## src/include/rvmc_pkg.sv

```systemverilog
// Constants for the regulator voltage-code and buck mode register slice.
// Assumes a serial control engine elsewhere turns host frames into
// single-byte register reads and writes on a simple strobe port.
// How it works
// RULE1: Second LDO bits 7..4 hold its sleep code; reset 1010 or 0000.
// RULE2: Second LDO bits 3..0 hold its normal code; reset 1010 or 0000.
// RULE3: Third LDO bits 7..4 give sleep code while sleep input low; 1011/0000.
// RULE4: Third LDO bits 3..0 hold its normal code; reset 1011 or 0000.
// RULE5: Host keeps third LDO sleep code equal to normal when no change wanted.
// RULE6: Control bit 5 picks third buck auto (0) or forced PWM (1), by option.
// RULE7: Control bit 4 picks second buck auto or forced PWM; resets 0.
// RULE8: Control bit 3 picks first buck auto or forced PWM; resets 0.
// RULE9: Bit 2 low turns third buck off despite pins and force bit; resets 1.
// RULE10: Bit 1 low turns second buck off despite pins and force; resets 1.
// RULE11: Bit 0 low turns first buck off despite pins and force; resets 1.
// RULE12: Second LDO uses sleep code while sleep input low, else normal.
// RULE13: Control bits 7 and 6 read zero and ignore writes.

`default_nettype none

package rvmc_pkg;

	// Register offsets
	localparam logic [7:0] RVMC_OFS_LDO2 = 8'h9A;
	localparam logic [7:0] RVMC_OFS_LDO3 = 8'h9B;
	localparam logic [7:0] RVMC_OFS_CTRL = 8'h9C;

	// Field positions
	localparam int RVMC_SLP_MSB = 7;
	localparam int RVMC_SLP_LSB = 4;
	localparam int RVMC_NRM_MSB = 3;
	localparam int RVMC_NRM_LSB = 0;
	localparam int RVMC_PWM_MSB = 5;
	localparam int RVMC_PWM_LSB = 3;
	localparam int RVMC_OFF_MSB = 2;
	localparam int RVMC_OFF_LSB = 0;

	// Reset values; the standard option, the all-zero LDO option and the forced-PWM third buck option
	localparam logic [3:0] RVMC_RST_LDO2_STD = 4'hA;
	localparam logic [3:0] RVMC_RST_LDO3_STD = 4'hB;
	localparam logic [3:0] RVMC_RST_LDO_ALT  = 4'h0;
	localparam logic [1:0] RVMC_RST_PWM12    = 2'h0;
	localparam logic [0:0] RVMC_RST_PWM3_STD = 1'h0;
	localparam logic [0:0] RVMC_RST_PWM3_ALT = 1'h1;
	localparam logic [2:0] RVMC_RST_OFF_N    = 3'h7;
	localparam logic [7:0] RVMC_RD_NONE      = 8'h00;

endpackage : rvmc_pkg

`default_nettype wire

```

## src/hdl/rvmc_code_sel.sv

```systemverilog
// Picks the applied voltage code of one LDO from its sleep and normal codes.
// Assumes the sleep indication is synchronous to the clock.
`timescale 1ns/1ps
`default_nettype none

module rvmc_code_sel #(
	parameter int W = 4
) (
	input  wire logic         i_ref_clk,
	input  wire logic         i_rst_n,
	input  wire logic         i_sleep_indication_n,
	input  wire logic [W-1:0] i_sleep_code,
	input  wire logic [W-1:0] i_normal_code,
	output logic      [W-1:0] o_code
);

	// Registered so the regulator never sees a glitch between codes
	always_ff @(posedge i_ref_clk or negedge i_rst_n) begin
		if (!i_rst_n) begin
			o_code <= '0;
		end else if (!i_sleep_indication_n) begin
			o_code <= i_sleep_code;
		end else begin
			o_code <= i_normal_code;
		end
	end

endmodule : rvmc_code_sel

`default_nettype wire

```

## src/hdl/rvmc_regs.sv

```systemverilog
// Voltage-code and buck mode/disable registers with their applied outputs.
// Assumes a serial engine issues one-cycle read/write strobes with an
// 8-bit register address; all inputs are synchronous to i_ref_clk.
`timescale 1ns/1ps
`default_nettype none

module rvmc_regs (
	input  wire logic       i_ref_clk,
	input  wire logic       i_resetn,
	input  wire logic       i_otp_ldo_zero,
	input  wire logic       i_otp_buck3_pwm,
	input  wire logic [7:0] i_reg_addr,
	input  wire logic       i_reg_wr,
	input  wire logic [7:0] i_reg_wdata,
	input  wire logic       i_reg_rd,
	input  wire logic       i_sleep_indication_n,
	input  wire logic [2:0] i_buck_seq_en,
	input  wire logic [2:0] i_buck_force_on,
	output logic      [7:0] o_reg_rdata,
	output logic            o_reg_rvalid,
	output logic      [3:0] o_ldo_second_code,
	output logic      [3:0] o_ldo_third_code,
	output logic      [2:0] o_buck_pwm_select,
	output logic      [2:0] o_buck_on
);

	////////////////////////////////////////////////////////////////////////
	// Reset release

	logic rst_meta;
	logic rst_n;
	logic init_pending;

	// Two-stage release keeps the deassertion clean on every flop below
	always_ff @(posedge i_ref_clk or negedge i_resetn) begin
		if (!i_resetn) begin
			rst_meta <= 1'b0;
			rst_n    <= 1'b0;
		end else begin
			rst_meta <= 1'b1;
			rst_n    <= rst_meta;
		end
	end

	// One cycle after release the factory straps are loaded
	always_ff @(posedge i_ref_clk or negedge rst_n) begin
		if (!rst_n) begin
			init_pending <= 1'b1;
		end else begin
			init_pending <= 1'b0;
		end
	end

	////////////////////////////////////////////////////////////////////////
	// Register storage

	logic [7:0] ldo_second_voltage_codes;
	logic [7:0] ldo_third_voltage_codes;
	logic [2:0] buck_pwm_select;
	logic [2:0] buck_off_n;
	logic       wr_ldo2;
	logic       wr_ldo3;
	logic       wr_ctrl;
	logic [3:0] ldo2_rst_code;
	logic [3:0] ldo3_rst_code;
	logic [0:0] pwm3_rst;

	assign wr_ldo2 = i_reg_wr && (i_reg_addr == rvmc_pkg::RVMC_OFS_LDO2);
	assign wr_ldo3 = i_reg_wr && (i_reg_addr == rvmc_pkg::RVMC_OFS_LDO3);
	assign wr_ctrl = i_reg_wr && (i_reg_addr == rvmc_pkg::RVMC_OFS_CTRL);

	// Option-dependent reset values, chosen from the straps
	assign ldo2_rst_code = i_otp_ldo_zero ? rvmc_pkg::RVMC_RST_LDO_ALT
		: rvmc_pkg::RVMC_RST_LDO2_STD;
	assign ldo3_rst_code = i_otp_ldo_zero ? rvmc_pkg::RVMC_RST_LDO_ALT
		: rvmc_pkg::RVMC_RST_LDO3_STD;
	assign pwm3_rst = i_otp_buck3_pwm ? rvmc_pkg::RVMC_RST_PWM3_ALT
		: rvmc_pkg::RVMC_RST_PWM3_STD;

	// Second LDO codes; a write in the strap-load cycle is lost
	always_ff @(posedge i_ref_clk or negedge rst_n) begin
		if (!rst_n) begin
			ldo_second_voltage_codes <= {rvmc_pkg::RVMC_RST_LDO2_STD,
				rvmc_pkg::RVMC_RST_LDO2_STD};
		end else if (init_pending) begin
			ldo_second_voltage_codes <= {ldo2_rst_code,
				ldo2_rst_code}; // [RULE1] [RULE2]
		end else if (wr_ldo2) begin
			ldo_second_voltage_codes <= i_reg_wdata; // [RULE1] [RULE2]
		end
	end

	// Third LDO codes
	always_ff @(posedge i_ref_clk or negedge rst_n) begin
		if (!rst_n) begin
			ldo_third_voltage_codes <= {rvmc_pkg::RVMC_RST_LDO3_STD,
				rvmc_pkg::RVMC_RST_LDO3_STD};
		end else if (init_pending) begin
			ldo_third_voltage_codes <= {ldo3_rst_code,
				ldo3_rst_code}; // [RULE3] [RULE4]
		end else if (wr_ldo3) begin
			ldo_third_voltage_codes <= i_reg_wdata; // [RULE3] [RULE4]
		end
	end

	// Buck mode and disable bits; bits 7 and 6 have no storage at all
	always_ff @(posedge i_ref_clk or negedge rst_n) begin
		if (!rst_n) begin
			buck_pwm_select <= {rvmc_pkg::RVMC_RST_PWM3_STD,
				rvmc_pkg::RVMC_RST_PWM12};
			buck_off_n      <= rvmc_pkg::RVMC_RST_OFF_N;
		end else if (init_pending) begin
			buck_pwm_select <= {pwm3_rst, rvmc_pkg::RVMC_RST_PWM12}; // [RULE6]
			buck_off_n      <= rvmc_pkg::RVMC_RST_OFF_N; // [RULE9]
		end else if (wr_ctrl) begin
			buck_pwm_select <= i_reg_wdata[rvmc_pkg::RVMC_PWM_MSB:
				rvmc_pkg::RVMC_PWM_LSB]; // [RULE6] [RULE7] [RULE8] [RULE13]
			buck_off_n      <= i_reg_wdata[rvmc_pkg::RVMC_OFF_MSB:
				rvmc_pkg::RVMC_OFF_LSB]; // [RULE9] [RULE10] [RULE11]
		end
	end

	////////////////////////////////////////////////////////////////////////
	// Read port

	// Unmapped addresses read zero so a stray poll is harmless
	always_ff @(posedge i_ref_clk or negedge rst_n) begin
		if (!rst_n) begin
			o_reg_rdata  <= rvmc_pkg::RVMC_RD_NONE;
			o_reg_rvalid <= 1'b0;
		end else begin
			o_reg_rvalid <= i_reg_rd;
			if (!i_reg_rd) begin
				o_reg_rdata <= o_reg_rdata;
			end else begin
				case (i_reg_addr)
					rvmc_pkg::RVMC_OFS_LDO2: begin
						o_reg_rdata <= ldo_second_voltage_codes;
					end
					rvmc_pkg::RVMC_OFS_LDO3: begin
						o_reg_rdata <= ldo_third_voltage_codes;
					end
					rvmc_pkg::RVMC_OFS_CTRL: begin
						o_reg_rdata <= {2'h0, buck_pwm_select,
							buck_off_n}; // [RULE13]
					end
					default: begin
						o_reg_rdata <= rvmc_pkg::RVMC_RD_NONE;
					end
				endcase
			end
		end
	end

	////////////////////////////////////////////////////////////////////////
	// Applied regulator controls

	rvmc_code_sel #(
		.W (4)
	) u_ldo_second (
		.i_ref_clk            (i_ref_clk),
		.i_rst_n              (rst_n),
		.i_sleep_indication_n (i_sleep_indication_n),
		.i_sleep_code         (ldo_second_voltage_codes[
			rvmc_pkg::RVMC_SLP_MSB:rvmc_pkg::RVMC_SLP_LSB]), // [RULE12]
		.i_normal_code        (ldo_second_voltage_codes[
			rvmc_pkg::RVMC_NRM_MSB:rvmc_pkg::RVMC_NRM_LSB]),
		.o_code               (o_ldo_second_code)
	);

	rvmc_code_sel #(
		.W (4)
	) u_ldo_third (
		.i_ref_clk            (i_ref_clk),
		.i_rst_n              (rst_n),
		.i_sleep_indication_n (i_sleep_indication_n),
		.i_sleep_code         (ldo_third_voltage_codes[
			rvmc_pkg::RVMC_SLP_MSB:rvmc_pkg::RVMC_SLP_LSB]), // [RULE3]
		.i_normal_code        (ldo_third_voltage_codes[
			rvmc_pkg::RVMC_NRM_MSB:rvmc_pkg::RVMC_NRM_LSB]),
		.o_code               (o_ldo_third_code)
	);

	// Disable overrides both sequencer pins and the force-on bits
	always_ff @(posedge i_ref_clk or negedge rst_n) begin
		if (!rst_n) begin
			o_buck_pwm_select <= 3'h0;
			o_buck_on         <= 3'h0;
		end else begin
			o_buck_pwm_select <= buck_pwm_select; // [RULE6] [RULE7] [RULE8]
			o_buck_on <= buck_off_n & (i_buck_seq_en
				| i_buck_force_on); // [RULE9] [RULE10] [RULE11]
		end
	end
endmodule : rvmc_regs

`default_nettype wire

```

## config.mk

```make
export PLATFORM = sky130hd
export DESIGN_NAME = rvmc_regs
export DESIGN_NICKNAME = d
export VERILOG_FILES = /design/src/include/rvmc_pkg.sv /design/src/hdl/rvmc_code_sel.sv /design/src/hdl/rvmc_regs.sv
export SDC_FILE = /design/constraint.sdc
export NUM_CORES = 1
export LEC_CHECK = 0
export BUFFER_PORTS_ARGS = -buffer_cell sky130_fd_sc_hd__buf_4
export CAP_MARGIN = 20
export CORE_MARGIN = 8
export CORE_UTILIZATION = 30
export DETAILED_ROUTE_END_ITERATION = 16
export GPL_TIMING_DRIVEN = 0
export PLACE_DENSITY_LB_ADDON = 0.3
export SLEW_MARGIN = 20
export SYNTH_ARGS = -nofsm -noshare
export SYNTH_HDL_FRONTEND = slang
export SYNTH_SLANG_ARGS = --single-unit
```

## constraint.sdc

```tcl
create_clock -name i_ref_clk -period 2.2 [get_ports i_ref_clk]
set_input_delay 0.44 -clock i_ref_clk [delete_from_list [all_inputs] [get_ports i_ref_clk]]
set_output_delay 0.44 -clock i_ref_clk [all_outputs]
set_load 0.005 [all_outputs]
```

==> results.md, run 1 <==
- Maximum capacitance violations: 0
- Launch instance of the worst min-delay path: i_reg_rd
- Die ar.: ~11,000 µm²
- First-pass GRT wire length: 9760 µm
- Post-Syn Area per Cell: 12.1 µm²
- Critical Path RT: 2430 ps
- Area share of the leading cell type in the synthesized netlist: 0.375
- Post-synth ARST share: 1.00
- Share of cells above drive strength 1: 0.421
- Number of max-slew violations in the final report: 0
- NumNets Final: 275
- Arrival time of data at the critical path endpoint: 1750 ps
- Most used flip-flop cell after synthesis: sky130_fd_sc_hd__dfrtp_1
- Number of standard-cell rows in the floorplan: 31
- Total grt overflow: 0
- Port Buf Inserts: 49
- Via count of the first global-routing pass: about 1,800
- Headroom to the max-slew limit: 0.575
- Combined buffer and inverter count along the critical path: 2
- Worst clock skew: 5.01 ps
- CTS root buffer: sky130_fd_sc_hd__clkbuf_8
- First drt pass iteration count: 4
- Leakage component of the power: 1.21 nW
- Yosys warns: 0
- Final ANT Viol Nets: 0
- Path category of the worst min-delay check: input pin to register
- Highest-count cells in the layout ignoring fill and taps: 53 x sky130_fd_sc_hd__buf_4, 33 x sky130_fd_sc_hd__dfrtp_1
- Startpoint types: register
- Number of setup buffers added after CTS: 0
- Num CTS Buffers: 5
- Overall power after layout: 1.76 mW
- Number of cells on the worst hold path: 1
- CP Class: register to register
- Clock buffer depth: 2
- Worst-skew pair later-pin latency: 300 ps
- Fraction of the yosys area taken by sequential cells: 0.537
- Count of boundary I/O pins: 52
- Family with the most delay on the worst path: buffers and inverters
- Worst-case register-to-register setup slack: between 600 and 700 ps
- Number of register bits inferred by synthesis: 48
- Post-synthesis instance total: 188
- Delay of the slowest cell on the worst path: 570 ps
- Count of final hold-check violations: 0
- Via-per-instance ratio: 5.17
- Ant. Diodes: 0
- Peak clock frequency supported by timing: 655 MHz
- Number of clock sinks: 48
- Largest area contributor in the synthesized netlist: sky130_fd_sc_hd__dfrtp_1
- Largest family of logic cells by synthesized area: compound AO/OA/AOI/OAI gates
- Result of the run: completed
- Pin count of the biggest net entering global routing: 28
- Number of gates resized after CTS: 0
- Hold Crit Endpoint: o_reg_rvalid
- Die X: roughly 100 µm
- R2r startpoint: init_pending
- Total routing resource utilization after global routing: 0.119
- Post-synthesis share of cell area spent on and, or, nand and nor gates: 0.122
- Unrepaired setup endpoints after global routing: false
- Adder-cell share of the synthesized area: 0
- Post-Synthesis Net Count: 217
- Portion of the clock cycle consumed by the worst path in the final layout: 0.694
- Initial antenna violation count: 0
- DRC violations left: 0
- Min cycle time layout: approximately 1500 ps
- Synthesis-to-layout area growth: 27.6%
- Reg-to-reg endpoint: ldo_third_voltage_codes[3]
- Largest vdd supply drop: 223 µV
- Compound-cell area share of the yosys netlist: 0.188
- Overall die height: ~100 µm
- Finish-stage setup viols: 0
- DR iter-0 viols: about 100
- Final Routed Wirelength: between 6000 and 7000 µm
- Leading cell type in the layout, fill and taps excluded: sky130_fd_sc_hd__buf_4
- Last weighted congestion value of the routability-driven placer: 0.814
- Mux cell area share after synthesis: 0.100
- Layout filler cell count: 747
- Vias: roughly 1,800
- Clock-pin transition on the worst setup and hold timing paths: 90 ps
- Power density cells: between 600 and 700 nW/µm²
- Least setup slack across all paths after layout: about 670 ps
- CP endpoint kind: register
- HPWL Detailed: 4550 µm
- Post-synth design cell area: 2270 µm²
- Xor-xnor portion of the synthesized cell area: 0
- Cell area after placement: approximately 2800 µm²
- Final routed wire length divided by cell count: 17.4 µm
- Count of flip-flops with a built-in enable after synthesis: 0
- Effective utilization at floorplan: 0.311
- Clock tree from TritonCTS: done
- Placeable core region: 7290 µm²
- Top cells by area, synth: sky130_fd_sc_hd__dfrtp_1 37%, sky130_fd_sc_hd__dfstp_2 16%, sky130_fd_sc_hd__mux2_2 6.9%
- Cell Chain, Critical Path: buf_2, clkbuf_1, a41oi_1, a21oi_1
- Worst-margin pin slew: about 640 ps
- CTS H-tree lvls: 2
- Total negative slack for setup checks: 0 ps
- Worst setup slack after placement: 519 ps
- Max Fanout on Critical Path: 10
- Critical Path Slowest Stage Cell: sky130_fd_sc_hd__dfstp_2
- Final non-filler cell area: 2900 µm²
- Worst-case reg-to-reg path depth: 4
- Number of unique standard cell types used by synthesis: 38
## power breakdown
part	internal (mW)	switching, mW
clock	0.258	0.310
combinational	0.120	0.111
sequential	0.935	0.0319
total	1.31	0.452
## flip-flops by register name, summed over array words and instances, names as in the netlist
| name | count |
|---|---|
| buck_off_n | 3 |
| ldo_third_voltage_codes | 8 |
| ldo_second_voltage_codes | 8 |
| o_reg_rvalid | 1 |
| init_pending | 1 |
| buck_pwm_select | 3 |
| rst_n | 1 |
| u_ldo_third.o_code | 4 |
| o_buck_pwm_select | 3 |
| o_buck_on | 3 |
| o_reg_rdata | 8 |
| rst_meta | 1 |
| u_ldo_second.o_code | 4 |
## logic make-up (layout without fill, tap and decap cells)
logic type,count (synthesis),in the layout
compound gates,57,57
flops,48,48
simple gates,41,41
mux,21,21
buf+inv,19,78
other cells,2,2
## worst max path at each step
stage	depth (start not counted)	startpoint	end	slack (ps)
floorplan	5	i_reg_addr[0]	buck_off_n[0]	770
global route	4	init_pending	ldo_third_voltage_codes[3]	540
detailed placement	5	i_reg_addr[6]	ldo_second_voltage_codes[6]	520
finish	4	init_pending	ldo_third_voltage_codes[3]	670
CTS	4	init_pending	ldo_third_voltage_codes[3]	650
global placement	0	rst_n	u_ldo_second.o_code[3]	210
## repair_timing
| item | 4_1_cts | 5_1_grt |
|---|---|---|
| endpoints found under the setup margin | 0 | 0 |
| endpoints found under the hold margin | 2 | 0 |
| hold buffers | 1 | 0 |
## cell usage after synthesis (all sizes together) (2+ instances only)
master and n:
nor2 11, nand2b 5, a211oi 2, nor4bb 3, nor2b 2, nand4 7, a32o 2, dfstp 14
a22oi 6, and2 2, nand3 3, a21oi 14, clkbuf 5, mux2 14, and4 2, conb 2
dfrtp 34, o2bb2ai 6, mux2i 7, buf 12, a41oi 8, o31ai 14, o21a 3
## stage by stage
step	std cells	utilization	hold slack, ps
after floorplan	188	-	144
after global placement	336	0.379	223
after detailed placement	337	0.383	224
after CTS	346	0.397	248
after global routing	346	0.397	255
final	346	0.397	256
## final cells by class
cell class / instances / area (µm²) / share of cell area
Timing Repair Buffer: 51 / 405 / 0.140
Clock inverter: 2 / 13.8 / 0.00475
Clock buffer: 6 / 82.6 / 0.0285
Inverter: 2 / 7.51 / 0.00259
Tap cell: 99 / 124 / 0.0427
Buffer: 17 / 106 / 0.0367
Sequential cell: 48 / 1220 / 0.421
Multi-Input combinational cell: 121 / 938 / 0.324
## layer usage
layer / track usage / up-vias / routed length, µm
li1: - / 834 / -
met1: 0.161 / 885 / 2750
met2: 0.179 / 62 / 2760
met3: 0.0331 / 8 / 422
met4: 0.0356 / 0 / 84
met5: 0 / - / 0
## worst register-to-register path, cell delays in order (launching register included)
cell and delay, ps:
sky130_fd_sc_hd__dfstp_2 570, sky130_fd_sc_hd__buf_2 210, sky130_fd_sc_hd__clkbuf_1 400, sky130_fd_sc_hd__a41oi_1 90
sky130_fd_sc_hd__a21oi_1 190
(Power assumes the default switching activity.)
==> run 2, diff against run 1 <==
--- a/config.mk
+++ b/config.mk
@@ -5,6 +5,7 @@
 export SDC_FILE = /design/constraint.sdc
 export NUM_CORES = 1
 export LEC_CHECK = 0
+export ABC_AREA = 1
 export BUFFER_PORTS_ARGS = -buffer_cell sky130_fd_sc_hd__buf_4
 export CAP_MARGIN = 20
 export CORE_MARGIN = 8
==> constraint.sdc (replaced) <==
create_clock -name i_ref_clk -period 1.48 [get_ports i_ref_clk]
set_input_delay 0.296 -clock i_ref_clk [delete_from_list [all_inputs] [get_ports i_ref_clk]]
set_output_delay 0.296 -clock i_ref_clk [all_outputs]
set_load 0.005 [all_outputs]
==> run 2 against run 1 <==
Clock power increased by 73%; critical path depth increased by 2; sequential cell count unchanged; routed wire length decreased by 14%; combinational power increased by 42%; first-iteration DRC count decreased by 29%; synthesized area decreased by 5.5%; worst setup slack got worse by 540 ps; critical path type unchanged; critical endpoint is now ldo_second_voltage_codes[7].
==> results.md, run 2 <==
- Peak clock frequency supported by timing: 744 MHz (was 655 MHz)
- Worst-skew pair later-pin latency: 310 ps (was 300 ps)
- Headroom to the max-slew limit: 0.575 (about the same)
- Number of clock sinks: 48 (unchanged)
- Area share of the leading cell type in the synthesized netlist: 0.396 (was 0.375)
- Most used flip-flop cell after synthesis: sky130_fd_sc_hd__dfrtp_1 (unchanged)
- Post-Synthesis Net Count: 273 (was 217)
- Largest area contributor in the synthesized netlist: sky130_fd_sc_hd__dfrtp_1 (unchanged)
- Leading post-synthesis cells by instance count: 88 x sky130_fd_sc_hd__nand2_1, 36 x sky130_fd_sc_hd__nand3_1, 34 x sky130_fd_sc_hd__dfrtp_1 (was 34 x sky130_fd_sc_hd__dfrtp_1, 14 x sky130_fd_sc_hd__a21oi_1, 14 x sky130_fd_sc_hd__dfstp_2, 14 x sky130_fd_sc_hd__mux2_2, 14 x sky130_fd_sc_hd__o31ai_1)
- Worst clock skew: 11.7 ps (was 5.01 ps)
- NumNets Final: 333 (was 275)
- CP Class: register to register (unchanged)
- Yosys warns: 0 (unchanged)
- Layout filler cell count: 741 (was 747)
- Reg power frac: 0.531 (was 0.548)
- Largest vdd supply drop: 509 µV (was 223 µV)
- Via-per-instance ratio: 4.33 (was 5.17)
- Power density cells: 997 nW/µm² (was 609 nW/µm²)
- CP endpoint kind: register (unchanged)
- Vias: 1,750 (was 1,789)
- Launch instance of the worst min-delay path: i_reg_rd (unchanged)
- Min cycle time layout: 1340 ps (was 1530 ps)
- Total routing resource utilization after global routing: 0.112 (was 0.119)
- Top flop regs: ldo_second_voltage_codes: 8 flops, ldo_third_voltage_codes: 8 flops, o_reg_rdata: 8 flops (unchanged)
- DRC violations left: 0 (unchanged)
- Portion of the clock cycle consumed by the worst path in the final layout: 0.908 (was 0.694)
- Final routed wire length divided by cell count: 12.8 µm (was 17.4 µm)
- Count of flip-flops with a built-in enable after synthesis: 0 (unchanged)
- Final non-filler cell area: 2810 µm² (was 2900 µm²)
- Switching share of power: 0.251 (was 0.256)
- Share of cells above drive strength 1: 0.321 (was 0.421)
- Fraction of the yosys area taken by sequential cells: 0.568 (was 0.537)
- Post-Syn Area per Cell: 8.80 µm² (was 12.1 µm²)
- Pin count of the biggest net entering global routing: 28 (unchanged)
- Unrepaired setup endpoints after global routing: false (unchanged)
- Number of register bits inferred by synthesis: 48 (unchanged)
- Worst-margin pin slew: 638 ps (was 637 ps)
- Count of final hold-check violations: 0 (unchanged)
- Startpoint types: register (unchanged)
- Highest-count cells in the layout ignoring fill and taps: 88 x sky130_fd_sc_hd__nand2_1, 54 x sky130_fd_sc_hd__buf_4, 36 x sky130_fd_sc_hd__nand3_1 (was 53 x sky130_fd_sc_hd__buf_4, 33 x sky130_fd_sc_hd__dfrtp_1)
- Most common cell in the netlist: sky130_fd_sc_hd__nand2_1 (was sky130_fd_sc_hd__dfrtp_1)
- Via count of the first global-routing pass: 1,784 (was 1,833)
- CTS root buffer: sky130_fd_sc_hd__clkbuf_8 (unchanged)
- Count of boundary I/O pins: 52 (unchanged)
- HPWL Detailed: 4110 µm (was 4550 µm)
- R2r startpoint: init_pending (unchanged)
- Number of unique standard cell types used by synthesis: 21 (was 38)
- Post-synth ARST share: 1.00 (unchanged)
- Synthesis-to-layout area growth: 30.8% (was 27.6%)
- Overall die height: 101 µm (was 103 µm)
- Area of the multi-input gates: 787 µm² (was 938 µm²)
- DR iter-0 viols: 74 (was 104)
- Internal power summed over all cells: 2.09 mW (was 1.31 mW)
- Number of max-slew violations in the final report: 0 (unchanged)
- Placeable core region: 7100 µm² (was 7290 µm²)
- Total grt overflow: 0 (unchanged)
- Last weighted congestion value of the routability-driven placer: 0.793 (was 0.814)
- Top cells by area, synth: sky130_fd_sc_hd__dfrtp_1 40%, sky130_fd_sc_hd__dfstp_2 17%, sky130_fd_sc_hd__nand2_1 15% (was sky130_fd_sc_hd__dfrtp_1 37%, sky130_fd_sc_hd__dfstp_2 16%, sky130_fd_sc_hd__mux2_2 6.9%)
- Initial antenna violation count: 0 (unchanged)
- Post-synthesis instance total: 244 (was 188)
- Post-synth design cell area: 2150 µm² (was 2270 µm²)
- Register area: 1220 µm² (unchanged)
- Worst-case reg-to-reg path depth: 6 (was 4)
- Port Buf Inserts: 51 (was 49)
- Combinational fraction of design power: 0.118 (was 0.131)
- Ant. Diodes: 0 (unchanged)
- Number of cells on the worst hold path: 1 (unchanged)
- Number of gates resized after CTS: 0 (unchanged)
- Clock power share: 0.351 (was 0.321)
- Net Switching: 703 µW (was 452 µW)
- Final worst hold slack: 95.9 ps (was 256 ps)
- Die ar.: 10,100 µm² (was 10,600 µm²)
- Final ANT Viol Nets: 0 (unchanged)
- Hold Crit Endpoint: o_reg_rvalid (unchanged)
- Die X: 101 µm (was 103 µm)
- Max Fanout on Critical Path: 6 (was 10)
- Leakage component of the power: 1.43 nW (was 1.21 nW)
- Critical Path RT: 1710 ps (was 2430 ps)
- Number of setup buffers added after CTS: 0 (unchanged)
- Clock buffer depth: 2 (unchanged)
- First drt pass iteration count: 4 (unchanged)
- Effective utilization at floorplan: 0.302 (was 0.311)
- Clock-pin transition on the worst setup and hold timing paths: 100 ps (was 90 ps)
- Number of standard-cell rows in the floorplan: 31 (unchanged)
- Finish-stage setup viols: 0 (unchanged)
- Arrival time of data at the critical path endpoint: 1570 ps (was 1750 ps)
- Final Routed Wirelength: 5160 µm (was 6020 µm)
- First-pass GRT wire length: 8820 µm (was 9760 µm)
- Num CTS Buffers: 5 (unchanged)
- Maximum capacitance violations: 0 (unchanged)
- CTS H-tree lvls: 2 (unchanged)
- Worst-case register-to-register setup slack: 140 ps (was 670 ps)
- Cell area after placement: 2680 µm² (was 2790 µm²)
- Result of the run: completed (unchanged)
- Reg-to-reg endpoint: ldo_second_voltage_codes[7] (was ldo_third_voltage_codes[3])
- Path category of the worst min-delay check: input pin to register (unchanged)
- Clock tree from TritonCTS: done (unchanged)
- Leading cell type in the layout, fill and taps excluded: sky130_fd_sc_hd__nand2_1 (was sky130_fd_sc_hd__buf_4)
## run 2: final cells by class
cell class                 instances  share of cell area
tap                               99              0.0441
clock buffer                       5              0.0245
clock inverter                     3              0.0165
buffer                             9              0.0223
sequential                        48               0.434
timing repair buffer              53               0.150
multi-input combinational        166               0.280
inverter                          21              0.0281
## run 2: critical path, stage by stage (launching register included)
cell and delay [ps]:
sky130_fd_sc_hd__dfstp_2 580, sky130_fd_sc_hd__inv_1 60, sky130_fd_sc_hd__or2_2 260, sky130_fd_sc_hd__buf_2 150, sky130_fd_sc_hd__nand2_1 100, sky130_fd_sc_hd__nand2_1 60, sky130_fd_sc_hd__o21ai_0 60
## run 2: worst max path at each step
stage                  startpoint                          end  slack (ps)  cells past startpoint
finish               init_pending  ldo_second_voltage_codes[7]         140                      6
global route         init_pending   ldo_third_voltage_codes[5]          20                      6
CTS                  init_pending  ldo_second_voltage_codes[7]         130                      6
detailed placement  i_reg_addr[0]           buck_pwm_select[0]          50                      9
global placement            rst_n                 o_buck_on[0]        -490                      0
floorplan                   rst_n           buck_pwm_select[0]          70                      0
## run 2: cells by family after synthesis
group                  share of synthesized area
and+or+nand+nor                            0.300
buffers and inverters                     0.0658
DFF                                        0.568
other                                    0.00350
AOI/OAI and AO/OA                         0.0635
## run 2: stage by stage
stage | util | power (mW) | std cells | TNS [ps] | worst slack (ps)
2_1_floorplan | - | 1.66 | 244 | 0 | 69.5
3_3_place_gp | 0.374 | 1.83 | 394 | -16700 | -489
3_5_place_dp | 0.378 | 1.85 | 395 | 0 | 50.9
4_1_cts | 0.396 | 2.84 | 404 | 0 | 126
5_1_grt | 0.396 | 2.94 | 404 | 0 | 15.6
6_report | 0.396 | 2.80 | 404 | 0 | 137
## run 2: power groups by stage
stage | clock network (mW) | logic (mW) | registers [mW]
2_1_floorplan | 0 | 0.153 | 1.50
3_3_place_gp | 0 | 0.313 | 1.52
3_5_place_dp | 0 | 0.334 | 1.51
4_1_cts | 1.01 | 0.337 | 1.49
5_1_grt | 1.06 | 0.378 | 1.50
6_report | 0.983 | 0.329 | 1.49
## run 2: timing repair
item / CTS / global route
endpoints found under the setup margin: 0 / 0
hold endpoints to repair: 2 / 0
hold buffers: 1 / 0
## run 2: per-layer routing
layer | vias up | wire [µm] | global-route usage
li1 | 888 | - | -
met1 | 816 | 2340 | 0.137
met2 | 40 | 2380 | 0.176
met3 | 6 | 355 | 0.0380
met4 | 0 | 85 | 0.0430
met5 | - | 0 | 0
==> run 3, diff against run 2 <==
--- a/config.mk
+++ b/config.mk
@@ -6,7 +6,7 @@
 export NUM_CORES = 1
 export LEC_CHECK = 0
 export ABC_AREA = 1
-export BUFFER_PORTS_ARGS = -buffer_cell sky130_fd_sc_hd__buf_4
+export BUFFER_PORTS_ARGS = -buffer_cell sky130_fd_sc_hd__clkbuf_2
 export CAP_MARGIN = 20
 export CORE_MARGIN = 8
 export CORE_UTILIZATION = 30
==> run 3 against run 2 <==
Via count is 1.3% lower; first-iteration DRC count is 4.1% higher; worst hold slack better by 5.2 ps; count of clock-buffer cells in the layout stayed put; clock skew is 5.2 ps lower; critical path depth stayed put; sequential power hardly changed; sequential cell count stayed put; routed wire length is 0.37% higher; cell area is 4.5% lower; non-clock buffer count stayed put; register-to-register slack hardly changed.
==> results.md, run 3 (synthesis results as in run 2) <==
- Result of the run: completed (unchanged)
- Overall die height: 101 µm (unchanged)
- Number of max-slew violations in the final report: 0 (unchanged)
- Delay of the slowest cell on the worst path: 580 ps (about the same)
- Share of cells above drive strength 1: 0.321 (unchanged)
- Top flop regs: ldo_second_voltage_codes: 8 flops, ldo_third_voltage_codes: 8 flops, o_reg_rdata: 8 flops (unchanged)
- Number of gates resized after CTS: 0 (unchanged)
- Worst-skew pair later-pin latency: 310 ps (about the same)
- Finished Core Util: 0.378 (was 0.396)
- Total negative slack for setup checks: 0 ps (unchanged)
- Clock tree from TritonCTS: done (unchanged)
- Initial antenna violation count: 0 (unchanged)
- Unrepaired setup endpoints after global routing: false (unchanged)
- Combinational fraction of design power: 0.106 (was 0.118)
- Power density cells: 1030 nW/µm² (was 997 nW/µm²)
- Internal power summed over all cells: 2.06 mW (was 2.09 mW)
- Total grt overflow: 0 (unchanged)
- Via-per-instance ratio: 4.27 (was 4.33)
- Die ar.: 10,100 µm² (unchanged)
- Worst-margin pin slew: 659 ps (was 638 ps)
- Total routing resource utilization after global routing: 0.111 (was 0.112)
- Max Fanout on Critical Path: 6 (unchanged)
- Startpoint types: register (unchanged)
- First drt pass iteration count: 4 (unchanged)
- CP Class: register to register (unchanged)
- Placeable core region: 7100 µm² (unchanged)
- Effective utilization at floorplan: 0.302 (unchanged)
- Final ANT Viol Nets: 0 (unchanged)
- Pin count of the biggest net entering global routing: 29 (was 28)
- Num CTS Buffers: 5 (unchanged)
- NumNets Final: 333 (unchanged)
- Headroom to the max-slew limit: 0.560 (was 0.575)
- Count of boundary I/O pins: 52 (unchanged)
- Number of standard-cell rows in the floorplan: 31 (unchanged)
- Critical Path RT: 1710 ps (about the same)
- Leading cell type in the layout, fill and taps excluded: sky130_fd_sc_hd__nand2_1 (unchanged)
- DR iter-0 viols: 77 (was 74)
- Finish-stage setup viols: 0 (unchanged)
- Leakage component of the power: 1.40 nW (was 1.43 nW)
- Portion of the clock cycle consumed by the worst path in the final layout: 0.905 (was 0.908)
- Largest vdd supply drop: 407 µV (was 509 µV)
- Net Switching: 708 µW (was 703 µW)
- Clock power share: 0.357 (was 0.351)
- Count of final hold-check violations: 0 (unchanged)
- Final Routed Wirelength: 5180 µm (was 5160 µm)
- Ant. Diodes: 0 (unchanged)
- Maximum capacitance violations: 0 (unchanged)
- Via count of the first global-routing pass: 1,757 (was 1,784)
- Clock buffer depth: 2 (unchanged)
- Overall power after layout: 2.76 mW (was 2.80 mW)
- Reg power frac: 0.538 (was 0.531)
- First-pass GRT wire length: 8790 µm (was 8820 µm)
- Min cycle time layout: 1340 ps (about the same)
- Synthesis-to-layout area growth: 24.8% (was 30.8%)
- Most common cell type on the critical path: sky130_fd_sc_hd__nand2_1 (unchanged)
- Vias: 1,727 (was 1,750)
- Critical Path Slowest Stage Cell: sky130_fd_sc_hd__dfstp_2 (unchanged)
- Worst clock skew: 6.56 ps (was 11.7 ps)
- Die X: 101 µm (unchanged)
- CTS H-tree lvls: 2 (unchanged)
- CTS root buffer: sky130_fd_sc_hd__clkbuf_8 (unchanged)
- Cell Chain, Critical Path: inv_1, or2_2, buf_2, nand2_1, nand2_1, o21ai_0 (unchanged)
- CP endpoint kind: register (unchanged)
- # placed instances: 395 (unchanged)
- HPWL Detailed: 4060 µm (was 4110 µm)
- DRC violations left: 0 (unchanged)
- Final Non-Filler Cells: 404 (unchanged)
- Port Buf Inserts: 51 (unchanged)
- Final routed wire length divided by cell count: 12.8 µm (about the same)
- Final worst hold slack: 101 ps (was 95.9 ps)
- Clock-pin transition on the worst setup and hold timing paths: 100 ps (about the same)
- Path category of the worst min-delay check: input pin to register (unchanged)
- Highest-count cells in the layout ignoring fill and taps: 88 x sky130_fd_sc_hd__nand2_1, 51 x sky130_fd_sc_hd__clkbuf_2, 36 x sky130_fd_sc_hd__nand3_1 (was 88 x sky130_fd_sc_hd__nand2_1, 54 x sky130_fd_sc_hd__buf_4, 36 x sky130_fd_sc_hd__nand3_1)
- Peak clock frequency supported by timing: 746 MHz (was 744 MHz)
- Arrival time of data at the critical path endpoint: 1570 ps (about the same)
- Last weighted congestion value of the routability-driven placer: 0.811 (was 0.793)
- Switching share of power: 0.256 (was 0.251)
- Number of clock sinks: 48 (unchanged)
## run 3: changes by cell type in the layout (fill, tap and decap cells not counted), sizes merged
cell / before / now
buf: 59 / 8
clkbuf: 7 / 58
## run 3: stage by stage
| stage | setup WS [ps] | cell area, µm² |
|---|---|---|
| final | 140 | 2680 |
| after global routing | 51.4 | 2680 |
| after CTS | 141 | 2680 |
| after detailed placement | 86.5 | 2550 |
| after global placement | -489 | 2530 |
| after floorplan | 69.5 | 2150 |
## run 3: worst max-delay path, delay by kind of cell (launching register included)
kind,cells,cell delay [ps]
simple gates,3,420
flops,1,580
buf+inv,2,220
compound gates,1,60
## run 3: power groups by stage
stage               logic [mW]  registers [mW]  clock network, mW
floorplan                0.153            1.50                  0
global placement         0.275            1.52                  0
detailed placement       0.296            1.51                  0
CTS                      0.300            1.49               1.02
global route             0.337            1.50               1.08
finish                   0.292            1.49              0.986
## run 3: repair_timing
| action | CTS | global route |
|---|---|---|
| endpoints found under the hold margin | 2 | 0 |
| setup buffers | 0 | 0 |
| hold buffers | 1 | 0 |
## run 3: layout make-up
type                    instances  area (µm²)
well taps                      99         124
repair buffers                 53         293
inverters                      21        78.8
multi-input cells             166         787
clock inverters                 3        46.3
fillers                       732        4420
flip-flops and latches         48        1220
plain buffers                   9        62.6
clock buffers                   5        68.8
## run 3: final timing paths
check / start / end / slack [ps] / depth (start not counted)
min in group asynchronous: i_resetn / rst_n / 290 / 2
max in group asynchronous: rst_n / ldo_third_voltage_codes[7] / 580 / 1
setup reg to reg: init_pending / ldo_second_voltage_codes[7] / 140 / 6
hold reg to reg: rst_n / ldo_second_voltage_codes[2] / 310 / 0
hold / removal: i_reg_rd / o_reg_rvalid / 100 / 1
setup / recovery: init_pending / ldo_second_voltage_codes[7] / 140 / 6
## run 3: per-layer routing
metal / GRT usage / vias up / share of wire
li1: - / 887 / -
met1: 0.144 / 774 / 0.47
met2: 0.163 / 53 / 0.44
met3: 0.0394 / 13 / 0.069
met4: 0.0488 / 0 / 0.028
met5: 0 / - / 0
